--- config.mk ---
export PLATFORM = sky130hd
export DESIGN_NAME = gripper_status_register_bank
export DESIGN_NICKNAME = d
export VERILOG_FILES = /design/src/core/gripper_status_pkg.sv /design/src/core/gripper_status_register_bank.sv
export SDC_FILE = /design/constraint.sdc
export NUM_CORES = 1
export LEC_CHECK = 0
export BUFFER_PORTS_ARGS = -buffer_cell sky130_fd_sc_hd__buf_4
export CORE_MARGIN = 5
export CORE_UTILIZATION = 35
export DETAILED_ROUTE_END_ITERATION = 10
export GPL_ROUTABILITY_DRIVEN = 0
export HOLD_SLACK_MARGIN = 0.03
export PLACE_DENSITY_LB_ADDON = 0.2
export SYNTH_ARGS = -nofsm -noshare
export SYNTH_HDL_FRONTEND = slang
export SYNTH_SLANG_ARGS = --single-unit
--- constraint.sdc ---
create_clock -name clk -period 2.8 [get_ports clk]
set_clock_uncertainty 0.1 [all_clocks]
set_input_delay 0.28 -clock clk [delete_from_list [all_inputs] [get_ports clk]]
set_output_delay 0.28 -clock clk [all_outputs]
set_load 0.005 [all_outputs]
--- src/core/gripper_status_pkg.sv ---
// Constants, codes and carrier types for the gripper status register bank.
package gripper_status_pkg;
   // Register byte offsets.
   localparam logic [3:0] ADDR_MOTION_STATE = 4'h0;
   localparam logic [3:0] ADDR_RESERVED = 4'h1;
   localparam logic [3:0] ADDR_FAULT_CODE = 4'h2;
   localparam logic [3:0] ADDR_TARGET_ECHO = 4'h3;
   localparam logic [3:0] ADDR_MEASURED_POS = 4'h4;
   localparam logic [3:0] ADDR_MOTOR_CURRENT = 4'h5;
   localparam logic [7:0] RESET_BYTE = 8'h00;
   // Object status codes.
   localparam logic [1:0] OBJ_MOVING = 2'h0;
   localparam logic [1:0] OBJ_CONTACT_OPEN = 2'h1;
   localparam logic [1:0] OBJ_CONTACT_CLOSE = 2'h2;
   localparam logic [1:0] OBJ_AT_TARGET = 2'h3;
   // Fault codes.
   localparam logic [3:0] FLT_NONE = 4'h0;
   localparam logic [3:0] FLT_ACTION_DELAYED = 4'h5;
   localparam logic [3:0] FLT_NOT_ACTIVATED = 4'h7;
   localparam logic [3:0] FLT_OVER_TEMP = 4'h8;
   localparam logic [3:0] FLT_COMM_LOST = 4'h9;
   localparam logic [3:0] FLT_UNDER_VOLTAGE = 4'hA;
   localparam logic [3:0] FLT_RELEASE_RUN = 4'hB;
   localparam logic [3:0] FLT_INTERNAL = 4'hC;
   localparam logic [3:0] FLT_ACTIVATION = 4'hD;
   localparam logic [3:0] FLT_OVER_CURRENT = 4'hE;
   localparam logic [3:0] FLT_RELEASE_DONE = 4'hF;
   localparam logic [3:0] FLT_MAJOR_MIN = 4'hA;
   // Temperature thresholds in degrees Celsius.
   localparam logic [7:0] TEMP_HOT_C = 8'h55;
   localparam logic [7:0] TEMP_COOL_C = 8'h50;
   // Timing.
   localparam int CLK_HZ = 50_000_000;
   localparam int COMM_TIMEOUT_MS = 1000;
   localparam int COMM_TIMEOUT_CYCLES = CLK_HZ / 1000 * COMM_TIMEOUT_MS;
   localparam int BLINK_HALF_MS = 250;
   localparam int BLINK_HALF_CYCLES = CLK_HZ / 1000 * BLINK_HALF_MS;

   typedef enum logic [1:0] {
      ST_RESET = 2'b00,
      ST_ACTIVATING = 2'b01,
      ST_UNUSED = 2'b10,
      ST_ACTIVE = 2'b11
   } gripper_state_t;

   typedef struct packed {
      logic activationRequest;
      logic gotoRequest;
      logic [7:0] targetPosition;
      logic [7:0] speedRequest;
      logic [7:0] forceRequest;
   } command_t;

   typedef struct packed {
      logic motionDetected;
      logic contactOpening;
      logic contactClosing;
      logic atTarget;
      logic activationDone;
      logic activationFailed;
      logic underVoltage;
      logic internalFault;
      logic overCurrent;
      logic releaseRunning;
      logic releaseDone;
      logic [7:0] temperature;
      logic [7:0] measuredPosition;
      logic [7:0] motorCurrent;
      logic [3:0] externalControllerFault;
   } plant_t;
endpackage

--- src/core/gripper_status_register_bank.sv ---
// Status register bank of a two-finger gripper controller.
//
// Overview of operation
// - Activation echo mirrors activation request; 0 while it is clear, 1 while it is set, including during activation.
// - Go-to echo mirrors go-to request; 0 while stopped, activating or releasing.
// - Gripper state reads 0 reset/release, 1 activating, 3 activated; never 2.
// - Object status: 0 moving, 1 contact opening, 2 contact closing, 3 at target.
// - Fault code 0 none, 5 command before activation done, 7 command unactivated.
// - Blue for none or priority fault, red for minor, blinking for major.
// - Fault 8 at 85 C or more, cleared only below 80 C.
// - Fault 9 after one second without any received command.
// - Major faults stay latched until activation request is cleared with no major cause present.
// - Major codes A undervoltage, B release, C internal, D activation, E overcurrent, F released.
// - Target echo byte returns the last written target position.
// - Measured position byte reports encoder finger position, 0 open to FF closed.
// - Motor current byte is sampled from the motor drive each cycle.
// - Force request zero disables re-grasp; any nonzero force enables it.
// - Fault byte holds external controller fault high, gripper fault code low.
// - Clearing activation request resets the gripper and clears a latched major fault code when no major cause is present.
// - Object status returns to in-motion when finger motion is detected with no contact or at-target flag.
`timescale 1ns/10ps
module gripper_status_register_bank #(
   parameter int COMM_TIMEOUT = gripper_status_pkg::COMM_TIMEOUT_CYCLES,
   parameter int BLINK_HALF = gripper_status_pkg::BLINK_HALF_CYCLES
) (
   input wire logic clk,
   input wire logic rstn,
   input gripper_status_pkg::command_t command,
   input wire logic commandStrobe,
   input gripper_status_pkg::plant_t plant,
   input wire logic [3:0] regAddr,
   output logic [7:0] regData,
   output logic ledRed,
   output logic ledBlue,
   output logic regraspEnable
);
   import gripper_status_pkg::*;

   gripper_state_t gripperState, next_gripperState;
   logic activationEcho, next_activationEcho;
   logic gotoEcho, next_gotoEcho;
   logic activationPrev, next_activationPrev;
   logic [1:0] objectStatus, next_objectStatus;
   logic [3:0] majorCode, next_majorCode;
   logic [3:0] priorityCode, next_priorityCode;
   logic tempHot, next_tempHot;
   logic commLost, next_commLost;
   logic [25:0] commCount, next_commCount;
   logic [24:0] blinkCount, next_blinkCount;
   logic blinkPhase, next_blinkPhase;
   logic [7:0] targetEcho, next_targetEcho;
   logic [7:0] measuredPosition, next_measuredPosition;
   logic [7:0] motorCurrent, next_motorCurrent;
   logic [7:0] next_regData;
   logic next_ledRed, next_ledBlue, next_regraspEnable;
   logic [3:0] faultCode;
   logic [3:0] majorEvent;
   logic activationRise;

   assign activationRise = command.activationRequest & ~activationPrev;

   // Only the first major cause is kept, except that any later cause replaces a running release.
   always_comb begin
      majorEvent = FLT_NONE;
      if (plant.internalFault) begin
         majorEvent = FLT_INTERNAL;
      end else if (plant.underVoltage) begin
         majorEvent = FLT_UNDER_VOLTAGE;
      end else if (plant.overCurrent) begin
         majorEvent = FLT_OVER_CURRENT;
      end else if (gripperState == ST_ACTIVATING && plant.activationFailed) begin
         majorEvent = FLT_ACTIVATION;
      end else if (plant.releaseDone) begin
         majorEvent = FLT_RELEASE_DONE;
      end else if (plant.releaseRunning) begin
         majorEvent = FLT_RELEASE_RUN;
      end
   end

   always_comb begin
      next_activationPrev = command.activationRequest;
      next_activationEcho = command.activationRequest;
      next_gotoEcho = command.activationRequest & command.gotoRequest & (gripperState == ST_ACTIVE)
                      & ~plant.releaseRunning;
      next_majorCode = majorCode;
      if (majorEvent != FLT_NONE && (majorCode == FLT_NONE || majorCode == FLT_RELEASE_RUN)) begin
         next_majorCode = majorEvent;
      end else if (!command.activationRequest && majorEvent == FLT_NONE) begin
         next_majorCode = FLT_NONE;
      end
      next_gripperState = gripperState;
      case (gripperState)
         ST_RESET: begin
            if (activationRise && majorEvent == FLT_NONE) begin
               next_gripperState = ST_ACTIVATING;
            end
         end
         ST_ACTIVATING: begin
            if (plant.activationDone) begin
               next_gripperState = ST_ACTIVE;
            end
         end
         default: begin
            next_gripperState = gripperState;
         end
      endcase
      if (!command.activationRequest || majorEvent != FLT_NONE || majorCode != FLT_NONE) begin
         next_gripperState = ST_RESET;
      end
   end

   always_comb begin
      next_priorityCode = priorityCode;
      if (commandStrobe && command.gotoRequest) begin
         if (!command.activationRequest) begin
            next_priorityCode = FLT_NOT_ACTIVATED;
         end else if (gripperState != ST_ACTIVE) begin
            next_priorityCode = FLT_ACTION_DELAYED;
         end else begin
            next_priorityCode = FLT_NONE;
         end
      end
      next_tempHot = tempHot;
      if (plant.temperature >= TEMP_HOT_C) begin
         next_tempHot = 1'b1;
      end else if (plant.temperature < TEMP_COOL_C) begin
         next_tempHot = 1'b0;
      end
      next_commCount = commCount;
      next_commLost = commLost;
      if (commandStrobe) begin
         next_commCount = '0;
         next_commLost = 1'b0;
      end else if (commCount >= 26'(COMM_TIMEOUT - 1)) begin
         next_commLost = 1'b1;
      end else begin
         next_commCount = commCount + 26'h1;
      end
   end

   always_comb begin
      if (majorCode != FLT_NONE) begin
         faultCode = majorCode;
      end else if (tempHot) begin
         faultCode = FLT_OVER_TEMP;
      end else if (commLost) begin
         faultCode = FLT_COMM_LOST;
      end else begin
         faultCode = priorityCode;
      end
   end

   always_comb begin
      next_objectStatus = objectStatus;
      if (plant.contactOpening) begin
         next_objectStatus = OBJ_CONTACT_OPEN;
      end else if (plant.contactClosing) begin
         next_objectStatus = OBJ_CONTACT_CLOSE;
      end else if (plant.atTarget) begin
         next_objectStatus = OBJ_AT_TARGET;
      end else if (plant.motionDetected) begin
         next_objectStatus = OBJ_MOVING;
      end
      if (!command.activationRequest) begin
         next_objectStatus = OBJ_MOVING;
      end
      next_targetEcho = commandStrobe ? command.targetPosition : targetEcho;
      next_measuredPosition = plant.measuredPosition;
      next_motorCurrent = plant.motorCurrent;
      next_regraspEnable = (command.forceRequest != RESET_BYTE);
      next_blinkCount = blinkCount + 25'h1;
      next_blinkPhase = blinkPhase;
      if (blinkCount >= 25'(BLINK_HALF - 1)) begin
         next_blinkCount = '0;
         next_blinkPhase = ~blinkPhase;
      end
      if (faultCode >= FLT_MAJOR_MIN) begin
         next_ledRed = blinkPhase;
         next_ledBlue = ~blinkPhase;
      end else if (faultCode == FLT_OVER_TEMP || faultCode == FLT_COMM_LOST) begin
         next_ledRed = 1'b1;
         next_ledBlue = 1'b0;
      end else begin
         next_ledRed = 1'b0;
         next_ledBlue = 1'b1;
      end
   end

   // Read data is registered, so it answers one cycle after the address.
   always_comb begin
      if (regAddr == ADDR_MOTION_STATE) begin
         next_regData = {objectStatus, gripperState, gotoEcho, 2'b00, activationEcho};
      end else if (regAddr == ADDR_FAULT_CODE) begin
         next_regData = {plant.externalControllerFault, faultCode};
      end else if (regAddr == ADDR_TARGET_ECHO) begin
         next_regData = targetEcho;
      end else if (regAddr == ADDR_MEASURED_POS) begin
         next_regData = measuredPosition;
      end else if (regAddr == ADDR_MOTOR_CURRENT) begin
         next_regData = motorCurrent;
      end else begin
         next_regData = RESET_BYTE;
      end
   end

   always_ff @(posedge clk or negedge rstn) begin
      if (!rstn) begin
         gripperState <= ST_RESET;
         activationEcho <= 1'b0;
         gotoEcho <= 1'b0;
         activationPrev <= 1'b0;
         objectStatus <= OBJ_MOVING;
         majorCode <= FLT_NONE;
         priorityCode <= FLT_NONE;
         tempHot <= 1'b0;
         commLost <= 1'b0;
         commCount <= '0;
         blinkCount <= '0;
         blinkPhase <= 1'b0;
         targetEcho <= RESET_BYTE;
         measuredPosition <= RESET_BYTE;
         motorCurrent <= RESET_BYTE;
         regData <= RESET_BYTE;
         ledRed <= 1'b0;
         ledBlue <= 1'b1;
         regraspEnable <= 1'b0;
      end else begin
         gripperState <= next_gripperState;
         activationEcho <= next_activationEcho;
         gotoEcho <= next_gotoEcho;
         activationPrev <= next_activationPrev;
         objectStatus <= next_objectStatus;
         majorCode <= next_majorCode;
         priorityCode <= next_priorityCode;
         tempHot <= next_tempHot;
         commLost <= next_commLost;
         commCount <= next_commCount;
         blinkCount <= next_blinkCount;
         blinkPhase <= next_blinkPhase;
         targetEcho <= next_targetEcho;
         measuredPosition <= next_measuredPosition;
         motorCurrent <= next_motorCurrent;
         regData <= next_regData;
         ledRed <= next_ledRed;
         ledBlue <= next_ledBlue;
         regraspEnable <= next_regraspEnable;
      end
   end
endmodule

# [After elaboration in Yosys (flattened, before gate mapping)]
# Index checks and enable logic that the tools add are counted.
[totals] ff_bits=103 word_cells=106 out_inout_bits=11
[classes] n_eq_ne=14 bitwise=7 mux=38 n_reduce_logical=22 n_lt_le_gt_ge=5 add_sub_neg=2
[ops] op="$mux W26" count=2
[ops] op="$mux W4" count=11
[ops] op="$mux W8" count=5
[ops] op="$add A26 B1 Y26 const B" count=1
[ops] op="$ge A26 B26 Y1 const B" count=1
[ops] op="$add A25 B1 Y25 const B" count=1
[ops] op="$ge A25 B24 Y1 const B" count=1
[ops] op="$mux W25" count=1
[ops] op="$mux W2" count=8
[ops] op="$eq A4 B4 Y1 const B" count=3
[ops] op="$logic_not A4 Y1" count=3
[ops] op="$eq A4 B2 Y1 const B" count=2
[ops] op="$eq A4 B3 Y1 const B" count=2
[ops] op="$ge A8 B7 Y1 const B" count=1
[ops] op="$lt A8 B7 Y1 const B" count=1
[ops] op="$mux W1" count=8
[ops] op="$reduce_bool A4 Y1" count=2
[ops] op="$reduce_bool A8 Y1" count=1
[ops] op="$mux W3" count=2
[ops] op="$reduce_bool A2 Y1" count=3
[ops] op="$logic_and A1 B1 Y1" count=5
[ops] op="$ne A5 B1 Y1 const B" count=1
[ops] op="$and A1 B1 Y1" count=4
[ops] op="$ge A4 B4 Y1 const B" count=1
[ops] op="12 further kinds" count=18

# [Longest topological paths before layout]
# Gate-level depths: netlist (run 1).
[logic_depth] word_depth=11 ltp_mapped=8 ltp_nobuf=6

# [Worst setup path after synthesis (run 1)]
# OpenSTA, ideal clock, no wires.
[synth_path] kind="reg2reg" start="register commCount[0]" end="register commCount[15]" required_ns=2.575 path_buffers=1 setup_time_ns=0.125 arrival_ns=1.801 slack_ns=0.774 path_stages_with_launch=8 path_cell_list="dfrtp_1 ha_1 nand3_1 o211a_1 o211ai_2 buf_2 nor4_1 mux2_2"
[synth_via] elab_chain_len=3
[synth_rtl] element="start, declared" line_no="gripper_status_register_bank.sv:48" text="logic [25:0] commCount, next_commCount;"
[synth_rtl] element="start signal, assigned" line_no="gripper_status_register_bank.sv:237" text="commCount <= next_commCount;"
[synth_rtl] element="$add A26 B1 Y26" line_no="gripper_status_register_bank.sv:137" text="next_commCount = commCount + 26'h1;"
[synth_rtl] element="$mux W26" line_no="gripper_status_register_bank.sv:134" text="end else if (commCount >= 26'(COMM_TIMEOUT - 1)) begin"
[synth_rtl] element="$mux W26" line_no="gripper_status_register_bank.sv:131" text="if (commandStrobe) begin"
# Parallel ways exist; a longest one is shown, timed or not. The select of a mux whose other input is x is not followed.
# A chain may end at the register's enable or synchronous reset.

# [Worst setup path in the final report (run 1)]
[layout_path] start="register commCount[0]" end="register commCount[21]"
# The elaborated chain is that of the path after synthesis.

==> out/summary.md, run 1 <==
In the synthesized netlist, the number of instances is 462. The number of fillers in the final layout was 1,274. For this run, design rule violations remaining after detail routing come to 0. 83 I/O pins were placed.

Wires add up to 11,000 um. By count the netlist is led by dfrtp_1, nor2_1, nand2_1. For the leakage power total, the log shows 2.58 nW.

The share of the synthesized area in the top cell type was 53.6%; the worst-margin pin slew was 0.915 ns. Capturing point of the worst reg2reg path: commCount[21]. The H-tree was split into 3 levels. TritonCTS built the clock tree.

The floorplan die height came out at 126 um. The run finished with clean final reports. The die covers 15,800 um2.

The tools report the type of destination of the critical path as a flop. The maximum number of pins on one net before global-route repair is 60, and the wire length per cell after detailed routing is 14.8 um. Relative to the synthesized area, the layout overhead comes to 28.6%.

Launch point of the worst reg-to-reg path: commCount[0]. In the routed layout, each cell is associated on average with a via count of 5.14. Total iterations of the first detailed-routing run: 5.

The clock drives 101 sinks. Along the worst hold path, the cell count comes to 2. For the total number of yosys warnings, the log shows 0. The number of antenna violations at the first check in global routing was 0. At the later pin of the worst-skew pair, clock insertion delay measures 0.33 ns.

The number of synthesized flops with an enable pin is 0. The critical setup path kind was flop to flop. Across all register-to-register paths, the minimum setup slack is 0.28 ns. The tools report the initial standard-cell utilization of the core as 35.4%. The clock passes through at most 2 buffers. The tools report the final count of negative-setup-slack endpoints as 0. The post-layout total power is 3.43 mW. Derived from the worst setup path, the maximum achievable clock frequency is 397 MHz. The maximum vdd drop came out at 0.274 mV. Clock tree synthesis selected as its root buffer the cell clkbuf_16. The number of antenna diodes in the final layout is 0.

Commonest register cell after synthesis: dfrtp_1. The number of buffers added on ports came out at 74. A synthesized cell averages 10.1 um2. The share of cells above drive strength 1 is 19.8%. The depth of the worst register-to-register path came out at 7.

The routed layout has 3,819 vias. The number of design-rule violations left by the first detailed-router iteration is 256. The total core area is 13,200 um2.

In the final layout, flip-flops and latches occupy 2530 um2. The run gives 54.1% as the sequential cell area fraction in the yosys report. Setup repair after global routing left no endpoint under its margin. The logs give 38.4% for the headroom to the max-slew limit and 0 for the count of pins over their slew limit. The start point of the worst hold path was command[19]. The HPWL after detailed placement is 7520 um, and the CTS clock-pin slew for the worst setup and hold paths is 0.07 ns. Dividing the final minimum period by the clock period gives 90.0%.

The hold violation count in the final report was 0; the overall overflow remaining after global route was 0. In the final layout, the multi-input gates occupy 2020 um2. The tool flagged a number of max-cap violations equal to 0.

The number of nets handed over by synthesis was 536. Among all cell types in the netlist, the one instantiated most often is dfrtp_1. At the worst endpoint, the arrival time is 2.68 ns. In this run, CTS created clock tree buffers numbering 9. In the post-synthesis netlist, the biggest area contributors are dfrtp_1, nor2_1, xor2_1. The required time of the worst setup path is 2.96 ns. Of all cell types, the one taking the most synthesized area is dfrtp_1. Yosys mapped the design onto 50 distinct sky130hd cell types. The run gives 0 as the remaining antenna violation count.

The terminating pin of the worst hold path was targetEcho[3]. In this run the worst hold path is classified as input pin to flop. The horizontal die dimension came out at 126 um. The logs give 14.2% for the total global-route track usage and 3,947 for the via count of the first global-routing pass. Setup slack of the critical path after layout: 0.279 ns. The routed design could run at a clock period as short as 2.52 ns. Synthesis inferred 101 register bits.

After synthesis the cells add up to 4670 um2. The initialized floorplan defines 42 standard-cell rows. Power per unit of standard cell area: 571 nW/um2. The top fanout value on the critical path was 20; the buffers inserted during post-CTS setup optimization was 0. The worst-case setup slack after placement was 0.248 ns; the global-route wire length before repair was 18,600 um. Async set-reset flop share out of synthesis: 100%.

The tools report the kind of launch point of the worst setup path as a flop. Summed over all failing endpoints, the final setup total negative slack is 0 ns. The final net count came out at 636.
area by class of cell:
type,instances,share of cell area [%]
Timing Repair Buffer,105,14.3
Inverter,8,0.500
Multi-Input combinational cell,337,33.7
Clock buffer,10,3.81
Tap cell,176,3.67
Clock inverter,6,1.85
Sequential cell,101,42.1
worst max-delay path, stage by stage, from the launching register on:
cell	delay, ns
dfrtp_1	0.43
ha_1	0.26
nand3_1	0.13
o211a_1	0.17
o211ai_2	0.37
buf_4	0.33
or4_1	0.50
a21oi_1	0.16
through the flow:
step | utilization (%) | cells | hold WS [ns] | cell area, um2
final | 45.5 | 743 | 0.0731 | 6000
after global routing | 45.5 | 743 | 0.0584 | 6000
after CTS | 45.5 | 743 | 0.0590 | 6000
after detailed placement | 41.1 | 703 | 0.213 | 5420
after global placement | 41.1 | 703 | 0.207 | 5420
after floorplan | - | 462 | -0.116 | 4670
layer usage:
layer,track usage [%],wire length [um]
met2,23.8,5390
met3,3.84,444
met4,4.34,198
met1,18.1,4960
met5,0,0
state kept, by name, summed over array words and instances, names as in the netlist:
name              cells
commCount            26
blinkCount           25
measuredPosition      8
motorCurrent          8
regData               8
targetEcho            8
majorCode             4
gripperState          2
objectStatus          2
priorityCode          2
activationPrev        1
blinkPhase            1
commLost              1
gotoEcho              1
ledBlue               1
ledRed                1
regraspEnable         1
tempHot               1
power breakdown:
group	total (mW)	switching (mW)	internal [mW]
sequential	1.63	0.0750	1.56
clock	1.41	0.538	0.874
combinational	0.385	0.184	0.200
total	3.43	0.798	2.63
cells in the final DEF, fill, tap and decap left out, types with 7 or more instances in the layout:
cell / instances
o21ai_0: 21
buf_4: 80
clkbuf_16: 9
inv_1: 8
dfrtp_1: 100
nor2_1: 56
nand2_1: 43
nand3_1: 22
or4_1: 14
dlygate4sd3_1: 24
nor4_1: 7
mux2_2: 11
a21oi_1: 29
nor3_1: 10
xor2_1: 19
mux2i_1: 10
or3_1: 10
o31ai_1: 12
nand4_1: 14
and3_1: 7
cell families after synthesis:
family,synth area share (%)
AND/OR/NAND/NOR,21.6
flip-flops,54.1
AO/OA/AOI/OAI,12.0
buffers and inverters,2.52
XOR/XNOR,4.31
multiplexers,4.80
adder cells (fa/ha/maj),0.536
other,0.0803
what timing repair did:
action	CTS	global route
endpoints found under the setup margin	0	0
gates resized for setup	0	0
endpoints found under the hold margin	62	0
hold buffers	24	0
worst max-delay path by stage:
stage               slack, ns       endpoint  depth (start not counted)    startpoint
finish                   0.28  commCount[21]                          7  commCount[0]
global route             0.08  commCount[21]                          7  commCount[0]
CTS                      0.24  commCount[21]                          7  commCount[0]
detailed placement       0.25  commCount[21]                          7  commCount[0]
global placement         0.31  commCount[19]                          7  commCount[0]
floorplan                0.77  commCount[15]                          7  commCount[0]
Note: power is estimated with default switching activity, not from simulation.
==> run 2: changes to the inputs <==
--- a/config.mk
+++ b/config.mk
@@ -7,11 +7,11 @@
 export LEC_CHECK = 0
 export BUFFER_PORTS_ARGS = -buffer_cell sky130_fd_sc_hd__buf_4
 export CORE_MARGIN = 5
-export CORE_UTILIZATION = 35
+export CORE_UTILIZATION = 56
 export DETAILED_ROUTE_END_ITERATION = 10
 export GPL_ROUTABILITY_DRIVEN = 0
 export HOLD_SLACK_MARGIN = 0.03
-export PLACE_DENSITY_LB_ADDON = 0.2
+export PLACE_DENSITY = 0.8
 export SYNTH_ARGS = -nofsm -noshare
 export SYNTH_HDL_FRONTEND = slang
 export SYNTH_SLANG_ARGS = --single-unit
==> out/summary.md, run 2 (synthesized netlist as in run 1, its figures left out) <==
The share of cells above drive strength 1 works out to 19.8% (unchanged). For the portion of total power attributed to combinational logic, the log shows 13.5% (+2.3 points). The maximum vdd drop is 0.283 mV (+3.3%). The HPWL after detailed placement is 7150 um (-4.9%), and the number of cells traversed by the worst hold path is 2 (unchanged). The total wire length after detailed routing is 10,600 um (-3.8%).

The worst setup path is captured at a flop. The number of flip-flops in the largest register was 26 (unchanged). The power per unit of standard cell area is 496 nW/um2 (-13%).

Leakage power total: 2.51 nW (-2.7%). For the number of resized instances in the post-cts repair step, the log shows 0 (unchanged). The fraction of power consumed by the clock network was 29.5% (-12 points); the depth of the worst register-to-register path was 6 (-1).

The arrival time at the worst endpoint was 2.54 ns (-0.14 ns). The number of maximum-capacitance violations was 0 (unchanged). Number of levels in the clock H-tree: 3 (unchanged). The wire length per cell after detailed routing is 15.7 um (+6.3%), and the headroom to the max-slew limit is 40.4% (+2.0 points). The final count of negative-setup-slack endpoints was 0 (unchanged). The setup slack of the critical path after layout was 0.456 ns (+0.177 ns).

Count of pins over their slew limit: 0 (unchanged). The tools report the start point of the worst hold path as command[19]. The clock latency at the later pin of the worst-skew pair came out at 0.35 ns (+0.02 ns).

The worst setup path is launched from a flop. The register share of total power was 57.0% (+9.4 points). The tools report the total placed cells including tap cells as 633 (-10%). The total iterations of the first detailed-routing run came out at 4 (-1).

The remaining antenna violation count was 0 (unchanged). In the layout the commonest cells are dfrtp_1, buf_4, nor2_1. The terminating pin of the worst hold path is targetEcho[3].

Layout-stage area growth over the synthesis result: 23.3%. The via count of the routed design was 3,818 (-0.026%). Setup repair after global routing left no endpoint under its margin. The run gives 0 (unchanged) as the overall overflow remaining after global route. The library cell used most frequently in the layout, excluding fill and tap cells, is dfrtp_1. The tightest min-delay check is of the input pin to flop type. The maximum number of pins on one net before global-route repair came out at 58 (-3.3%).

commCount holds more flip-flops than any other register. The run gives 0.0557 ns (-0.0173 ns) as the post-route worst hold slack. TritonCTS built the clock tree. The tools report the number of cell rows as 33 (-21%). The maximum number of buffers from clock root to sink was 2 (unchanged). The post-layout total power came out at 2.86 mW (-17%). The top-level port count is 83 (unchanged), and the area enclosed by the die boundary is 10,300 um2 (-35%).

The run gives 70.4% (+25 points) as the post-route core utilization. The number of antenna diodes is 0 (unchanged). The final net count is 637 (+0.16%). The worst register-to-register path ends at blinkCount[22].

Net switching component of the power: 0.735 mW (-7.8%). The launch point of the worst reg-to-reg path is blinkCount[6]. The tools report the total global-route track usage as 21.1% (+6.9 points).

The post-place instance area was 5340 um2 (-1.5%). The setup path with the least slack is of type flop to flop. For the filler-free cell count of the finished design, the log shows 672 (-9.6%). Number of design-rule violations left by the first detailed-router iteration: 227 (-11%). The logs give 0 (unchanged) for the total DRC errors in the routed layout and 0.417 ns (+0.168 ns) for the worst-case setup slack after placement. The largest registers in the layout are commCount (26), blinkCount (25).

CTS clock-pin slew for the worst setup and hold paths: 0.10 ns (+0.03 ns). The tree is rooted in a clkbuf_8. The setup TNS came out at 0 ns (unchanged).

Slack of the worst reg-to-reg path: 0.46 ns (+0.18 ns). The floorplan die height works out to 101 um (-19%). The switching fraction of total power was 25.7% (+2.4 points). The horizontal die dimension was 101 um (-19%); the worst-margin pin slew was 0.886 ns (-0.0297 ns). The flow ran to the end, and the final reports show no timing, DRC or antenna violations. The final standard cell area without fillers is 5760 um2 (-4.1%), and the number of buffers added on ports is 74 (unchanged). The top fanout value on the critical path is 20 (unchanged), and the required time of the worst setup path is 2.99 ns (+0.03 ns). The via density per instance is 5.68 (+11%).

The internal portion of total power came out at 2.12 mW (-19%). For the via count of the first global-routing pass, the log shows 3,691 (-6.5%). The number of clock sinks seen by CTS was 101 (unchanged). The hold violation count in the final report was 0 (unchanged). The number of buffers added by the clock tree synthesis step was 9 (unchanged); the shortest period the worst path allows was 2.34 ns (-0.177 ns). The post-route clock period utilization was 83.7% (-6.3 points); the highest clock rate was 427 MHz (+7.6%). The initial standard-cell utilization of the core is 57.1% (+22 points), and the total core area is 8180 um2 (-38%).

For the number of antenna violations at the first check in global routing, the log shows 0 (unchanged). The global-route wire length before repair came out at 17,400 um (-6.5%).
-- run 2: repair_timing --
item	in CTS	in global routing
buffers inserted	0	0
hold buffers	24	0
endpoints found under the hold margin	65	0
-- run 2: cell type report --
type / count / area [um2]
multi-input combinational: 337 / 2020
fill: 622 / 2420
inverter: 8 / 30.0
tap: 105 / 131
sequential: 101 / 2530
clock inverter: 3 / 21.3
timing repair buffer: 106 / 868
clock buffer: 12 / 155
-- run 2: critical path, stage by stage (launching register included) --
cell and delay [ns]:
dfrtp_1 0.43, or4_1 0.53, a211oi_1 0.27, o211ai_1 0.13
a31o_1 0.45, buf_4 0.27, nor2_1 0.11
-- run 2: how the worst max path moves through the flow --
stage | cells after the start | slack, ns | to | startpoint
2_1_floorplan | 7 | 0.77 | commCount[15] | commCount[0]
3_3_place_gp | 6 | 0.50 | blinkCount[20] | blinkCount[6]
3_5_place_dp | 6 | 0.42 | blinkCount[20] | blinkCount[6]
4_1_cts | 6 | 0.41 | blinkCount[18] | blinkCount[6]
5_1_grt | 6 | 0.29 | blinkCount[20] | blinkCount[6]
6_report | 6 | 0.46 | blinkCount[22] | blinkCount[6]
-- run 2: power groups by stage --
stage | sequential [mW] | clock [mW] | combinational (mW)
global route | 1.64 | 0.920 | 0.427
CTS | 1.63 | 0.857 | 0.387
global placement | 1.65 | 0 | 0.349
detailed placement | 1.66 | 0 | 0.359
finish | 1.63 | 0.843 | 0.386
floorplan | 1.64 | 0 | 0.177
-- run 2: metal layers --
layer	share of wire, %	GRT usage [%]	vias to the layer above	wire (um)
met5	0	0	-	0
met4	0.73	5.42	0	77
met3	4.3	3.86	8	450
met2	51	36.8	88	5410
met1	44	27.4	1859	4640
li1	-	-	1863	-
